===== config.mk =====
export PLATFORM = sky130hd
export DESIGN_NAME = acc_regs
export DESIGN_NICKNAME = d
export VERILOG_FILES = /design/src/common/acc_pkg.sv /design/src/hw/acc_regs.sv
export SDC_FILE = /design/constraint.sdc
export NUM_CORES = 1
export LEC_CHECK = 0
export ABC_AREA = 0
export BUFFER_PORTS_ARGS = -buffer_cell sky130_fd_sc_hd__buf_2
export CORE_UTILIZATION = 47
export CTS_BUF_LIST = sky130_fd_sc_hd__clkbuf_4 sky130_fd_sc_hd__clkbuf_8 sky130_fd_sc_hd__clkbuf_16
export DETAILED_ROUTE_END_ITERATION = 10
export GPL_TIMING_DRIVEN = 0
export PLACE_DENSITY = 0.85
export SYNTH_ARGS = -nofsm -noshare
export SYNTH_HDL_FRONTEND = slang
export SYNTH_SLANG_ARGS = --single-unit

===== constraint.sdc =====
create_clock -name clock_i -period 4 [get_ports clock_i]
set_input_delay 0.8 -clock clock_i [delete_from_list [all_inputs] [get_ports clock_i]]
set_output_delay 0.8 -clock clock_i [all_outputs]
set_load 0.01 [all_outputs]

===== src/common/acc_pkg.sv =====
// constants for the analog column configuration register bank
// How it works
// - continuous-time bit 1 clear: range reaches ground rail only; set: rail-to-rail
// - continuous-time bit 0 clear powers the column off; set enables it
// - switched-capacitor bit 7 picks 16 feedback units when clear, 32 when set
// - bit 6 set swaps internal clock phases and comparator capture and output events
// - bit 5 set swaps input and reference sampling phases, making gain negative
// - bits 4 to 0 hold a binary input capacitor code, 32 sizes
// - type E bit 7 clear integrates slowly and accurately; set integrates fast
package acc_pkg;

  // ==========================================================================
  // bus geometry
  localparam int unsigned ADDR_W  = 12;
  localparam int unsigned IDX_W   = 10;
  localparam int unsigned IDX_LSB = 2;
  localparam int unsigned DATA_W  = 32;
  localparam int unsigned REG_W   = 8;

  // ==========================================================================
  // register indices; byte address is four times the index
  localparam int unsigned NUM_CT  = 2;
  localparam int unsigned NUM_SE  = 2;
  localparam int unsigned NUM_SCC = 4;

  localparam logic [IDX_W-1:0] IDX_CT_C0   = 10'h073;
  localparam logic [IDX_W-1:0] IDX_CT_C1   = 10'h077;
  localparam logic [IDX_W-1:0] IDX_SE_R1C0 = 10'h080;
  localparam logic [IDX_W-1:0] IDX_SE_R1C1 = 10'h084;
  localparam logic [IDX_W-1:0] IDX_SC_R1C0 = 10'h080;
  localparam logic [IDX_W-1:0] IDX_SC_R1C2 = 10'h088;
  localparam logic [IDX_W-1:0] IDX_SC_R2C1 = 10'h094;
  localparam logic [IDX_W-1:0] IDX_SC_R2C3 = 10'h09C;

  localparam logic [NUM_CT-1:0][IDX_W-1:0]  IDX_CT  = {IDX_CT_C1, IDX_CT_C0};
  localparam logic [NUM_SE-1:0][IDX_W-1:0]  IDX_SE  = {IDX_SE_R1C1, IDX_SE_R1C0};
  localparam logic [NUM_SCC-1:0][IDX_W-1:0] IDX_SCC = {IDX_SC_R2C3, IDX_SC_R2C1,
                                                       IDX_SC_R1C2, IDX_SC_R1C0};

  // ==========================================================================
  // field positions
  localparam int unsigned CT_PWR_BIT   = 0;
  localparam int unsigned CT_RAIL_BIT  = 1;
  localparam int unsigned SC_INPUT_CAP_CODE_LSB  = 0;
  localparam int unsigned SC_INPUT_CAP_CODE_W    = 5;
  localparam int unsigned SC_SIGN_BIT  = 5;
  localparam int unsigned SC_PHASE_BIT = 6;
  localparam int unsigned SC_FEEDBACK_CAP_SIZE_BIT  = 7;
  localparam int unsigned SE_SPEED_BIT = 7;

  // ==========================================================================
  // implemented-bit masks and reset value
  localparam logic [REG_W-1:0] CT_MASK   = 8'h03;
  localparam logic [REG_W-1:0] SE_MASK   = 8'h80;
  localparam logic [REG_W-1:0] SC_MASK   = 8'hFF;
  localparam logic [REG_W-1:0] REG_RESET = 8'h00;

endpackage : acc_pkg


===== src/hw/acc_regs.sv =====
// APB register bank driving analog column configuration outputs
//
// Design decision made here: the APB interface to the registers.
module acc_regs #(
  // 1: index 0x80 is the type E switched-capacitor register; 0: type C
  parameter bit TYPE_E_MAP = 1'b1
) (
  // clock and reset
  input  wire logic                                   clock_i,
  input  wire logic                                   rst_i,
  // apb slave
  input  wire logic                                   psel_i,
  input  wire logic                                   penable_i,
  input  wire logic                                   pwrite_i,
  input  wire logic [acc_pkg::ADDR_W-1:0]             paddr_i,
  input  wire logic [acc_pkg::DATA_W-1:0]             pwdata_i,
  input  wire logic [acc_pkg::DATA_W/8-1:0]           pstrb_i,
  output logic      [acc_pkg::DATA_W-1:0]             prdata_o,
  output logic                                        pready_o,
  output logic                                        pslverr_o,
  // continuous-time column controls
  output logic      [acc_pkg::NUM_CT-1:0]             rail_to_rail_sel_o,
  output logic      [acc_pkg::NUM_CT-1:0]             column_power_on_o,
  // type E switched-capacitor controls
  output logic      [acc_pkg::NUM_SE-1:0]             integration_speed_sel_o,
  // type C switched-capacitor controls
  output logic      [acc_pkg::NUM_SCC-1:0]            feedback_cap_size_o,
  output logic      [acc_pkg::NUM_SCC-1:0]            phase_swap_sel_o,
  output logic      [acc_pkg::NUM_SCC-1:0]            gain_sign_sel_o,
  output logic      [acc_pkg::NUM_SCC-1:0][acc_pkg::SC_INPUT_CAP_CODE_W-1:0] input_cap_code_o
);

  // ==========================================================================
  // state
  typedef struct packed {
    logic [acc_pkg::NUM_CT-1:0][acc_pkg::REG_W-1:0]  cte;
    logic [acc_pkg::NUM_SE-1:0][acc_pkg::REG_W-1:0]  see;
    logic [acc_pkg::NUM_SCC-1:0][acc_pkg::REG_W-1:0] scc;
    logic [acc_pkg::DATA_W-1:0]                      prdata;
    logic                                            pready;
    logic                                            pslverr;
  } acc_state_s;

  acc_state_s                   st;
  acc_state_s                   next_st;
  logic [acc_pkg::IDX_W-1:0]    idx;
  logic                         access;
  logic                         wr_go;
  logic                         hit;
  logic [acc_pkg::REG_W-1:0]    rd_data;

  assign idx    = paddr_i[acc_pkg::ADDR_W-1:acc_pkg::IDX_LSB];
  assign access = psel_i & penable_i;
  // writes land only at the edge where the completed access is sampled
  assign wr_go  = access & st.pready & pwrite_i & pstrb_i[0];

  // ==========================================================================
  // decode and next state
  always_comb begin
    next_st = st;
    hit     = 1'b0;
    rd_data = acc_pkg::REG_RESET;
    for (int i = 0; i < acc_pkg::NUM_CT; i++) begin
      if (idx == acc_pkg::IDX_CT[i]) begin
        hit     = 1'b1;
        rd_data = st.cte[i];
        if (wr_go) begin
          next_st.cte[i] = pwdata_i[acc_pkg::REG_W-1:0] & acc_pkg::CT_MASK;
        end
      end
    end
    for (int i = 0; i < acc_pkg::NUM_SE; i++) begin
      if (TYPE_E_MAP && idx == acc_pkg::IDX_SE[i]) begin
        hit     = 1'b1;
        rd_data = st.see[i];
        if (wr_go) begin
          next_st.see[i] = pwdata_i[acc_pkg::REG_W-1:0] & acc_pkg::SE_MASK;
        end
      end
    end
    // a type C slot sharing its index with a type E one is hidden in type E mode
    for (int i = 0; i < acc_pkg::NUM_SCC; i++) begin
      if (idx == acc_pkg::IDX_SCC[i] &&
          !(TYPE_E_MAP && acc_pkg::IDX_SCC[i] == acc_pkg::IDX_SE[0])) begin
        hit     = 1'b1;
        rd_data = st.scc[i];
        if (wr_go) begin
          next_st.scc[i] = pwdata_i[acc_pkg::REG_W-1:0] & acc_pkg::SC_MASK;
        end
      end
    end
    // one wait state, then a single-cycle ready
    next_st.pready  = access & ~st.pready;
    next_st.pslverr = access & ~st.pready & ~hit;
    if (access && !st.pready) begin
      next_st.prdata = {{(acc_pkg::DATA_W-acc_pkg::REG_W){1'b0}}, rd_data};
    end
  end

  always_ff @(posedge clock_i) begin
    if (rst_i) begin
      st <= '0;
    end else begin
      st <= next_st;
    end
  end

  // ==========================================================================
  // outputs, all straight from the register bits
  assign prdata_o  = st.prdata;
  assign pready_o  = st.pready;
  assign pslverr_o = st.pslverr;

  genvar g;
  generate
    for (g = 0; g < acc_pkg::NUM_CT; g++) begin : g_ct
      assign rail_to_rail_sel_o[g] = st.cte[g][acc_pkg::CT_RAIL_BIT];
      assign column_power_on_o[g]  = st.cte[g][acc_pkg::CT_PWR_BIT];
    end
    for (g = 0; g < acc_pkg::NUM_SE; g++) begin : g_se
      assign integration_speed_sel_o[g] = st.see[g][acc_pkg::SE_SPEED_BIT];
    end
    // phase and sign swaps are decoded by the analog switch drivers downstream
    for (g = 0; g < acc_pkg::NUM_SCC; g++) begin : g_sc
      assign feedback_cap_size_o[g] = st.scc[g][acc_pkg::SC_FEEDBACK_CAP_SIZE_BIT];
      assign phase_swap_sel_o[g]    = st.scc[g][acc_pkg::SC_PHASE_BIT];
      assign gain_sign_sel_o[g]     = st.scc[g][acc_pkg::SC_SIGN_BIT];
      assign input_cap_code_o[g]    =
        st.scc[g][acc_pkg::SC_INPUT_CAP_CODE_LSB +: acc_pkg::SC_INPUT_CAP_CODE_W];
    end
  endgenerate

  // ==========================================================================
  // assertions
  logic wr_ct0;
  logic wr_ct1;
  logic wr_se1;
  logic wr_sc2;
  assign wr_ct0 = wr_go && idx == acc_pkg::IDX_CT[0];
  assign wr_ct1 = wr_go && idx == acc_pkg::IDX_CT[1];
  assign wr_se1 = wr_go && idx == acc_pkg::IDX_SE[1];
  assign wr_sc2 = wr_go && idx == acc_pkg::IDX_SC_R1C2;

  rail_write_a: assert property (@(posedge clock_i) disable iff (rst_i)
    wr_ct1 |=> rail_to_rail_sel_o[1] == $past(pwdata_i[acc_pkg::CT_RAIL_BIT]))
    else $error("rail-to-rail select did not follow write");

  power_write_a: assert property (@(posedge clock_i) disable iff (rst_i)
    wr_ct0 |=> column_power_on_o[0] == $past(pwdata_i[acc_pkg::CT_PWR_BIT]))
    else $error("column power did not follow write");

  feedback_cap_size_write_a: assert property (@(posedge clock_i) disable iff (rst_i)
    wr_sc2 |=> feedback_cap_size_o[1] == $past(pwdata_i[acc_pkg::SC_FEEDBACK_CAP_SIZE_BIT]))
    else $error("feedback cap size did not follow write");

  phase_write_a: assert property (@(posedge clock_i) disable iff (rst_i)
    wr_sc2 |=> phase_swap_sel_o[1] == $past(pwdata_i[acc_pkg::SC_PHASE_BIT]))
    else $error("phase swap did not follow write");

  sign_write_a: assert property (@(posedge clock_i) disable iff (rst_i)
    wr_sc2 |=> gain_sign_sel_o[1] == $past(pwdata_i[acc_pkg::SC_SIGN_BIT]))
    else $error("gain sign did not follow write");

  input_cap_code_hold_a: assert property (@(posedge clock_i) disable iff (rst_i)
    !wr_sc2 |=> $stable(input_cap_code_o[1]))
    else $error("input cap code changed without write");

  speed_write_a: assert property (@(posedge clock_i) disable iff (rst_i)
    (TYPE_E_MAP && wr_se1) |=>
      integration_speed_sel_o[1] == $past(pwdata_i[acc_pkg::SE_SPEED_BIT]))
    else $error("integration speed did not follow write");

  reset_clear_a: assert property (@(posedge clock_i)
    rst_i |=> (column_power_on_o == '0 && rail_to_rail_sel_o == '0 &&
               integration_speed_sel_o == '0 && input_cap_code_o == '0 &&
               feedback_cap_size_o == '0 && !pready_o))
    else $error("controls not cleared after reset");

  reserved_zero_a: assert property (@(posedge clock_i) disable iff (rst_i)
    (access && !pready_o && !pwrite_i && idx == acc_pkg::IDX_CT[0]) |=>
      (pready_o && prdata_o[acc_pkg::DATA_W-1:acc_pkg::CT_RAIL_BIT+1] == '0))
    else $error("reserved bits read non-zero");

  ready_once_a: assert property (@(posedge clock_i) disable iff (rst_i)
    (access && !pready_o) |=> pready_o ##1 !pready_o)
    else $error("ready not a single pulse after one wait");

  wr_ct0_c: cover property (@(posedge clock_i) disable iff (rst_i)
    wr_ct0 && pwdata_i[acc_pkg::CT_PWR_BIT]);
  wr_sc_c: cover property (@(posedge clock_i) disable iff (rst_i) wr_sc2);
  rd_err_c: cover property (@(posedge clock_i) disable iff (rst_i) pready_o && pslverr_o);
  b2b_c: cover property (@(posedge clock_i) disable iff (rst_i)
    pready_o ##1 (psel_i && !penable_i));

  // ==========================================================================
  // per-register checks; each slot follows its own write and holds otherwise
  logic [acc_pkg::NUM_CT-1:0]  wr_ct_hit;
  logic [acc_pkg::NUM_SE-1:0]  wr_se_hit;
  logic [acc_pkg::NUM_SCC-1:0] wr_sc_hit;

  for (g = 0; g < acc_pkg::NUM_CT; g++) begin : g_ct_chk
    assign wr_ct_hit[g] = wr_go && idx == acc_pkg::IDX_CT[g];

    ct_follow_a: assert property (@(posedge clock_i) disable iff (rst_i)
      wr_ct_hit[g] |=>
        rail_to_rail_sel_o[g] == $past(pwdata_i[acc_pkg::CT_RAIL_BIT]) &&
        column_power_on_o[g] == $past(pwdata_i[acc_pkg::CT_PWR_BIT]))
      else $error("column control did not follow its write");

    ct_hold_a: assert property (@(posedge clock_i) disable iff (rst_i)
      !wr_ct_hit[g] |=> $stable(rail_to_rail_sel_o[g]) && $stable(column_power_on_o[g]))
      else $error("column control changed without a write");

    ct_read_a: assert property (@(posedge clock_i) disable iff (rst_i)
      (access && !pready_o && !pwrite_i && idx == acc_pkg::IDX_CT[g]) |=>
        prdata_o == {{(acc_pkg::DATA_W-acc_pkg::REG_W){1'b0}}, st.cte[g]})
      else $error("column register read back wrong");

    ct_resv_a: assert property (@(posedge clock_i) disable iff (rst_i)
      (st.cte[g] & ~acc_pkg::CT_MASK) == '0)
      else $error("reserved column register bit stored");
  end

  // with the type C mapping both type E slots are unmapped and keep their reset value
  for (g = 0; g < acc_pkg::NUM_SE; g++) begin : g_se_chk
    assign wr_se_hit[g] = TYPE_E_MAP && wr_go && idx == acc_pkg::IDX_SE[g];

    se_follow_a: assert property (@(posedge clock_i) disable iff (rst_i)
      wr_se_hit[g] |=> integration_speed_sel_o[g] == $past(pwdata_i[acc_pkg::SE_SPEED_BIT]))
      else $error("integration speed did not follow its write");

    se_hold_a: assert property (@(posedge clock_i) disable iff (rst_i)
      !wr_se_hit[g] |=> $stable(integration_speed_sel_o[g]))
      else $error("integration speed changed without a write");

    se_read_a: assert property (@(posedge clock_i) disable iff (rst_i)
      (TYPE_E_MAP && access && !pready_o && !pwrite_i && idx == acc_pkg::IDX_SE[g]) |=>
        prdata_o == {{(acc_pkg::DATA_W-acc_pkg::REG_W){1'b0}}, st.see[g]})
      else $error("type E register read back wrong");

    se_resv_a: assert property (@(posedge clock_i) disable iff (rst_i)
      (st.see[g] & ~acc_pkg::SE_MASK) == '0)
      else $error("reserved type E register bit stored");
  end

  // the slot hidden by the type E mapping never sees a write, so it must stay zero
  for (g = 0; g < acc_pkg::NUM_SCC; g++) begin : g_sc_chk
    assign wr_sc_hit[g] = wr_go && idx == acc_pkg::IDX_SCC[g] &&
                          !(TYPE_E_MAP && acc_pkg::IDX_SCC[g] == acc_pkg::IDX_SE[0]);

    sc_follow_a: assert property (@(posedge clock_i) disable iff (rst_i)
      wr_sc_hit[g] |=>
        input_cap_code_o[g] == $past(pwdata_i[acc_pkg::SC_INPUT_CAP_CODE_LSB +: acc_pkg::SC_INPUT_CAP_CODE_W]) &&
        feedback_cap_size_o[g] == $past(pwdata_i[acc_pkg::SC_FEEDBACK_CAP_SIZE_BIT]) &&
        phase_swap_sel_o[g] == $past(pwdata_i[acc_pkg::SC_PHASE_BIT]) &&
        gain_sign_sel_o[g] == $past(pwdata_i[acc_pkg::SC_SIGN_BIT]))
      else $error("capacitor controls did not follow their write");

    sc_hold_a: assert property (@(posedge clock_i) disable iff (rst_i)
      !wr_sc_hit[g] |=> $stable(input_cap_code_o[g]) && $stable(feedback_cap_size_o[g]) &&
        $stable(phase_swap_sel_o[g]) && $stable(gain_sign_sel_o[g]))
      else $error("capacitor controls changed without a write");

    sc_read_a: assert property (@(posedge clock_i) disable iff (rst_i)
      (access && !pready_o && !pwrite_i && idx == acc_pkg::IDX_SCC[g] &&
       !(TYPE_E_MAP && acc_pkg::IDX_SCC[g] == acc_pkg::IDX_SE[0])) |=>
        prdata_o == {{(acc_pkg::DATA_W-acc_pkg::REG_W){1'b0}}, st.scc[g]})
      else $error("capacitor register read back wrong");
  end

  // ==========================================================================
  // bus-level checks
  err_with_ready_a: assert property (@(posedge clock_i) disable iff (rst_i)
    pslverr_o |-> pready_o)
    else $error("error flag raised outside a ready cycle");

  err_one_cycle_a: assert property (@(posedge clock_i) disable iff (rst_i)
    pslverr_o |=> !pslverr_o)
    else $error("error flag held longer than one cycle");

  miss_err_a: assert property (@(posedge clock_i) disable iff (rst_i)
    (access && !pready_o && !hit) |=> (pready_o && pslverr_o))
    else $error("unmapped access not answered with an error");

  hit_ok_a: assert property (@(posedge clock_i) disable iff (rst_i)
    (access && !pready_o && hit) |=> !pslverr_o)
    else $error("mapped access answered with an error");

  idle_quiet_a: assert property (@(posedge clock_i) disable iff (rst_i)
    !access |=> !pready_o)
    else $error("ready raised without an access");

  upper_zero_a: assert property (@(posedge clock_i) disable iff (rst_i)
    prdata_o[acc_pkg::DATA_W-1:acc_pkg::REG_W] == '0)
    else $error("read data above the register byte not zero");

  miss_data_a: assert property (@(posedge clock_i) disable iff (rst_i)
    (pready_o && pslverr_o) |-> prdata_o == '0)
    else $error("unmapped read returned data");

  prdata_hold_a: assert property (@(posedge clock_i) disable iff (rst_i)
    !(access && !pready_o) |=> $stable(prdata_o))
    else $error("read data changed outside a wait state");

  // controls move only at the ready edge of a mapped, strobed write
  wait_no_write_a: assert property (@(posedge clock_i) disable iff (rst_i)
    (access && !pready_o) |=>
    $stable(rail_to_rail_sel_o) && $stable(column_power_on_o) &&
    $stable(integration_speed_sel_o) && $stable(feedback_cap_size_o) &&
    $stable(phase_swap_sel_o) && $stable(gain_sign_sel_o) && $stable(input_cap_code_o))
    else $error("controls changed in a wait state");

  strobe_off_a: assert property (@(posedge clock_i) disable iff (rst_i)
    (access && pready_o && pwrite_i && !pstrb_i[0]) |=>
    $stable(rail_to_rail_sel_o) && $stable(column_power_on_o) &&
    $stable(integration_speed_sel_o) && $stable(feedback_cap_size_o) &&
    $stable(phase_swap_sel_o) && $stable(gain_sign_sel_o) && $stable(input_cap_code_o))
    else $error("write without byte strobe changed controls");

  read_no_write_a: assert property (@(posedge clock_i) disable iff (rst_i)
    (access && pready_o && !pwrite_i) |=>
    $stable(rail_to_rail_sel_o) && $stable(column_power_on_o) &&
    $stable(integration_speed_sel_o) && $stable(feedback_cap_size_o) &&
    $stable(phase_swap_sel_o) && $stable(gain_sign_sel_o) && $stable(input_cap_code_o))
    else $error("read changed controls");

  miss_no_write_a: assert property (@(posedge clock_i) disable iff (rst_i)
    (access && pready_o && pslverr_o) |=>
    $stable(rail_to_rail_sel_o) && $stable(column_power_on_o) &&
    $stable(integration_speed_sel_o) && $stable(feedback_cap_size_o) &&
    $stable(phase_swap_sel_o) && $stable(gain_sign_sel_o) && $stable(input_cap_code_o))
    else $error("unmapped access changed controls");

  reset_rest_a: assert property (@(posedge clock_i)
    rst_i |=> (phase_swap_sel_o == '0 && gain_sign_sel_o == '0 &&
               !pslverr_o && prdata_o == '0))
    else $error("switch selects or bus outputs not cleared after reset");

  hidden_slot_a: assert property (@(posedge clock_i) disable iff (rst_i)
    TYPE_E_MAP |-> (input_cap_code_o[0] == '0 && !feedback_cap_size_o[0] &&
                    !phase_swap_sel_o[0] && !gain_sign_sel_o[0]))
    else $error("hidden capacitor slot left its reset value");

endmodule // acc_regs


-- After elaboration in Yosys (flattened, before gate mapping)
Cells that the tools add are included.
Widths: inputs -> output; s select.
- bitwise operators: 8
- mux-type cells: 14
- reduce and logical (&&, ||, !) cells: 9
- equal/unequal tests: 7
- operators with widths (cell ; count):
    $eq 10x8->1 const B ; 5
    $mux 8 ; 5
    $eq 10x7->1 const B ; 2
    $reduce_and 2->1 ; 7
    $mux 1 ; 7
    $and 1x1->1 ; 6
    $mux 2 ; 2
    $not 1->1 ; 2
    $logic_and 1x1->1 ; 1
    $logic_not 1->1 ; 1
- input bits: 53
- bits in registers: 40
- logic and storage cells: 48
- output and inout port bits: 72

-- Depth between registers and ports, before layout
Gate-level depths: netlist of the first run.
- word-level depth: 10
- mapped depth: 6

-- Worst setup path before layout of the first run
No wires, ideal clock.
- path kind: input to register
- from: input port paddr_i[11] (netlist bit)
- to: register st, in the netlist feedback_cap_size_o[3]
- setup slack: 2.058 ns
- arrival time: 1.815 ns
- buffers on the path: 1
- stages: 5
- library setup time: 0.128 ns
- path through: nor4_4 and4b_1 buf_2 mux2i_1 nor2_1
- cells in the longest elaborated chain, start to end: 2
- ends and longest elaborated chain (element ; RTL line ; text):
    start: declaration ; acc_regs.sv:15 ; input wire logic [acc_pkg::ADDR_W-1:0] paddr_i,
    $eq 10x8->1 ; - ;
    $reduce_and 2->1 (no line) ; - ;
    end signal: assignment ; acc_regs.sv:104 ; st <= next_st;
    end: declaration ; acc_regs.sv:44 ; acc_state_s st;
Every way passes these cells.
A chain may end at the register's enable or synchronous reset.

-- Worst setup path in the final report of the first run
- from: input port paddr_i[11] (netlist bit)
- to: register st, in the netlist input_cap_code_o[17]
Same word-level chain as after synthesis.

==> results.cfg, run 1 <==
[setup_path]
end_kind = flop
worstSetupPathType = in2reg
worstPathMaxFanout = 8
worstPathRequired_ns = 4.17
path_delay_family = simple AND/OR/NAND/NOR gates
startpoint_type = input pin
critical_path_buf_inv_count = 2
crit_chain = buf_2 > nor4_4 > and4b_1 > buf_2 > mux2i_1 > nor2_1
critPathMaxStageDelay_ns = 0.41
cp_data_arrival_time_ns = 2.16
cp_common_cell = buf_2
cpMaxStageDelayCell = nor4_4

[cells_and_area]
layout_commonest_cell = buf_2
layout-drive-gt1-share = 0.346
final_nets = 387
syn_to_final_growth_pct = 28.7
antenna_cells = 0
layout_common_cells = buf_2, dfxtp_1, buf_4, conb_1, mux2i_1

[timing]
maxSlewHeadroom = 0.622
hold_viol = 0
layout_min_cycle_time_ns = 2.00
finalSetupViolCount = 0
postLayoutSetupSlackWorst_ns = 2.00
rsz0062_at_grt = no
holdWs_ns = 0.492
fmax_mhz = 501
finalClockSkew_ns = 0.00865
maxSlewViolCount = 0
fin_tns_setup_ns = 0
min_period_over_period = 0.499
tightest_slew_ns = 0.567

[clock_network]
cts_tree = done
cts_num_sinks = 40
clock_path_buffers = 2
cts_buffers = 5
cts_resized = 0
cts_root_buf = clkbuf_8
ctsHoldBuffers = 0
clkTransAtPathRegs_ns = 0.08
clk_latency_ns = 0.29
postCtsSetupBuffers = 0
htree_num_levels = 2

[grt]
grt_pass1_wl_mm = 8.60
grt_max_degree = 14
grt_overflow = 0
antenna_found_initial = 0
grt_usage = 0.227
grt_pass1_vias = 1796

[synth]
synth.avg_cell_area_um2 = 9.14
synth_flop_cell = dfxtp_1
netlist.area_leader.share = 0.374
synthesis.area_um2 = 2140
post-synth-top-area-cell = dfxtp_1
yosys_warnings = 0
ys_seq_area_frac = 0.374
yosys-top-cells-area = dfxtp_1, buf_4, mux2i_1
synthDistinctLibCells = 36
synth-async-reset-ratio = 0
synth_cells = 234
synth_seq_cells = 40
synth_edf_count = 0

[die]
initial_core_util = 0.491
die_w_um = 69.5
pin_count = 125
die_y_um = 69.5
rows = 24
dieArea_um2 = 4820
fp.coreArea_um2 = 4350

[detailed_routing]
routed_wl_mm = 5.43
ant_nets = 0
avgRoutedWirePerCell_um = 14.0
drcViolationCount = 0
drt_pass1_iterations = 5
via_per_inst = 5.16
drt-initial-drc-count = 183
vias = 1996

[placement]
place_congestion = 0.893
port_buffers = 62
dpl_worst_slack_ns = 1.75
hpwl_mm = 3.92

[power_and_ir_drop]
p_leak_nw = 1.30
power_density_nw_per_um2 = 310
ir_drop_mv = 0.154

[status]
status = completed

[hold_path]
hold_path_class = reg2reg

[job]
maxCapViolCount = 0
-- Yosys cell counts, drive strengths merged (5+ instances only) --
cell type  count
nand2b        22
a211oi         6
mux2i         23
buf           38
dfxtp         40
a221oi         5
o21ai         12
a21oi          9
nor2          18
nand3         17
clkbuf         9
-- layer usage --
metal / vias up / GRT usage / part of all wire
met4: 0 / 0.0794 / 0.013
li1: 973 / - / -
met3: 9 / 0.0698 / 0.090
met1: 912 / 0.295 / 0.44
met2: 102 / 0.357 / 0.45
met5: - / 0 / 0
-- worst reg2reg max path: stages (launching register included) --
cell,delay [ns]
dfxtp_1,0.38
nand3_1,0.13
nor2_1,0.22
clkbuf_1,0.48
nand3_1,0.23
mux2i_1,0.16
-- path summary, 6_finish.rpt --
kind | startpoint | to | slack, ns | cells after the start
worst min register to register | input_cap_code_o[17] | prdata_o[2] | 0.49 | 2
worst max register to register | pready_o | rail_to_rail_sel_o[1] | 2.28 | 5
worst min-delay path | input_cap_code_o[17] | prdata_o[2] | 0.49 | 2
worst max-delay path | paddr_i[11] | input_cap_code_o[17] | 2.00 | 6
-- flip-flops by register name, indices dropped and copies added, names as in the netlist --
name,flops
input_cap_code_o,15
prdata_o,8
feedback_cap_size_o,3
gain_sign_sel_o,3
phase_swap_sel_o,3
column_power_on_o,2
integration_speed_sel_o,2
rail_to_rail_sel_o,2
pready_o,1
pslverr_o,1
-- kinds of logic after synthesis --
logic type	count (synthesis)	share of synthesized area
other	1	0.00175
DFF	40	0.374
buffers and inverters	47	0.152
muxes	26	0.123
and+or+nand+nor	82	0.233
AOI/OAI and AO/OA	38	0.115
-- power breakdown --
group	internal, mW	switching [mW]	total [mW]
registers	0.402	0.00209	0.404
logic	0.0460	0.0549	0.101
clock network	0.204	0.144	0.348
-- final cells by class --
class	count	area [um2]
timing repair buffer	62	310
buffer	47	325
clock buffer	6	82.6
clock inverter	2	38.8
fill	380	1600
sequential	40	801
tap	52	65.1
multi-input combinational	178	1130
-- metrics by stage --
stage / instance area [um2] / power [mW] / cells / util
after floorplan: 2250 / 0.482 / 265 / -
after global placement: 2630 / 0.512 / 379 / 0.604
after detailed placement: 2630 / 0.513 / 379 / 0.604
after CTS: 2750 / 0.852 / 387 / 0.632
after global routing: 2750 / 0.883 / 387 / 0.632
final: 2750 / 0.853 / 387 / 0.632
Power figures use the tool's default switching activity.
==> inputs of run 2 (changes only) <==
- CORE_UTILIZATION: 47 -> 44
- PLACE_DENSITY: 0.85 -> 0.81
- clock period: 4 -> 1.9 ns (I/O delays scaled with it)
==> results.cfg, run 2 (synthesis gave the netlist of run 1 again) <==
[status]
status = completed

[clock_network]
cts_resized = 0
clock_path_buffers = 2
cts_root_buf = clkbuf_8
cts_tree = done
ctsHoldBuffers = 0
htree_num_levels = 2
clk_latency_ns = 0.29
postCtsSetupBuffers = 0
cts_num_sinks = 40
clkTransAtPathRegs_ns = 0.08
cts_buffers = 5

[detailed_routing]
avgRoutedWirePerCell_um = 14.4
routed_wl_mm = 5.58
drt_pass1_iterations = 4
drcViolationCount = 0
vias = 1981
via_per_inst = 5.12
drt-initial-drc-count = 122
ant_nets = 0

[timing]
fmax_mhz = 573
maxSlewHeadroom = 0.651
fin_tns_setup_ns = 0
postLayoutSetupSlackWorst_ns = 0.156
hold_viol = 0
rsz0062_at_grt = no
finalSetupViolCount = 0
tightest_slew_ns = 0.523
finalClockSkew_ns = 0.00617
layout_min_cycle_time_ns = 1.74
min_period_over_period = 0.918
maxSlewViolCount = 0

[cells_and_area]
layout_commonest_cell = buf_2
final_nets = 387
antenna_cells = 0
largest_reg_flops = 15
seq_area_um2 = 801
fillerInstances = 417
layout_common_cells = buf_2, dfxtp_1, buf_4, conb_1, mux2i_1
layout-drive-gt1-share = 0.346
finalInstanceArea_um2 = 2730
syn_to_final_growth_pct = 27.6
fin_util = 0.606
multi_input_area_um2 = 1130

[die]
pin_count = 125
die_y_um = 71.7
die_w_um = 71.7
dieArea_um2 = 5140
rows = 24
fp.coreArea_um2 = 4500
initial_core_util = 0.475

[power_and_ir_drop]
ir_drop_mv = 0.434
power_density_nw_per_um2 = 614
p_leak_nw = 1.29
total_power_mw = 1.68

[setup_path]
startpoint_type = flop
cpMaxStageDelayCell = nor4_1
worstPathMaxFanout = 9
cp_data_arrival_time_ns = 1.97
end_kind = flop
worstSetupPathType = reg2reg
crit_chain = nand3_1 > or2_2 > clkbuf_1 > nor4_1 > mux2i_1
worstPathRequired_ns = 2.12
critPathMaxStageDelay_ns = 0.45

[grt]
grt_usage = 0.220
grt_pass1_vias = 1766
grt_max_degree = 12
antenna_found_initial = 0
grt_pass1_wl_mm = 8.63
grt_overflow = 0

[placement]
place_congestion = 0.873
placed_cell_area_um2 = 2630
hpwl_mm = 4.07
port_buffers = 62
dpl_worst_slack_ns = 0.0572

[hold_path]
hold_path_class = in2reg

[job]
maxCapViolCount = 0
## run 2: cell types whose count changed in the layout (fill, tap and decap cells not counted), sizes merged
| cell | previous run | this run |
|---|---|---|
| clkinv | 1 | 0 |
| bufinv | 1 | 0 |
| clkbuf | 15 | 17 |
## run 2: power by group
group	internal (mW)	total [mW]	switching [mW]
sequential	0.847	0.852	0.00461
combinational	0.0968	0.214	0.117
clock	0.325	0.611	0.286
## run 2: final timing paths
| kind | startpoint | to | slack, ns | depth (start not counted) |
|---|---|---|---|---|
| max reg2reg | pready_o | integration_speed_sel_o[0] | 0.16 | 5 |
| min reg2reg | column_power_on_o[1] | column_power_on_o[1] | 0.49 | 2 |
| min | pwdata_i[4] | input_cap_code_o[9] | 0.36 | 3 |
| max | pready_o | integration_speed_sel_o[0] | 0.16 | 5 |
## run 2: per-stage QoR
step / hold WS [ns] / cells
2_1_floorplan: 0.502 / 265
3_3_place_gp: 0.469 / 379
3_5_place_dp: 0.481 / 379
4_1_cts: 0.360 / 387
5_1_grt: 0.370 / 387
6_report: 0.361 / 387
## run 2: critical path, delay by kind of cell, from the launching register on
kind | cells | cell delay [ns]
simple gates | 3 | 0.87
flops | 1 | 0.38
buf+inv | 1 | 0.21
mux | 1 | 0.22
## run 2: final cells by class
cell class	count	share of cell area
Timing Repair Buffer	62	0.114
Tap cell	52	0.0239
Buffer	47	0.119
Multi-Input combinational cell	178	0.414
Clock buffer	8	0.0358
Sequential cell	40	0.294
## run 2: per-layer routing
layer	share of wire	vias up	wire [um]	global-route usage
met5	0	-	0	0
met2	0.45	107	2500	0.358
met4	0.013	0	73	0.0784
met1	0.45	894	2490	0.286
met3	0.092	7	513	0.0478
li1	-	973	-	-
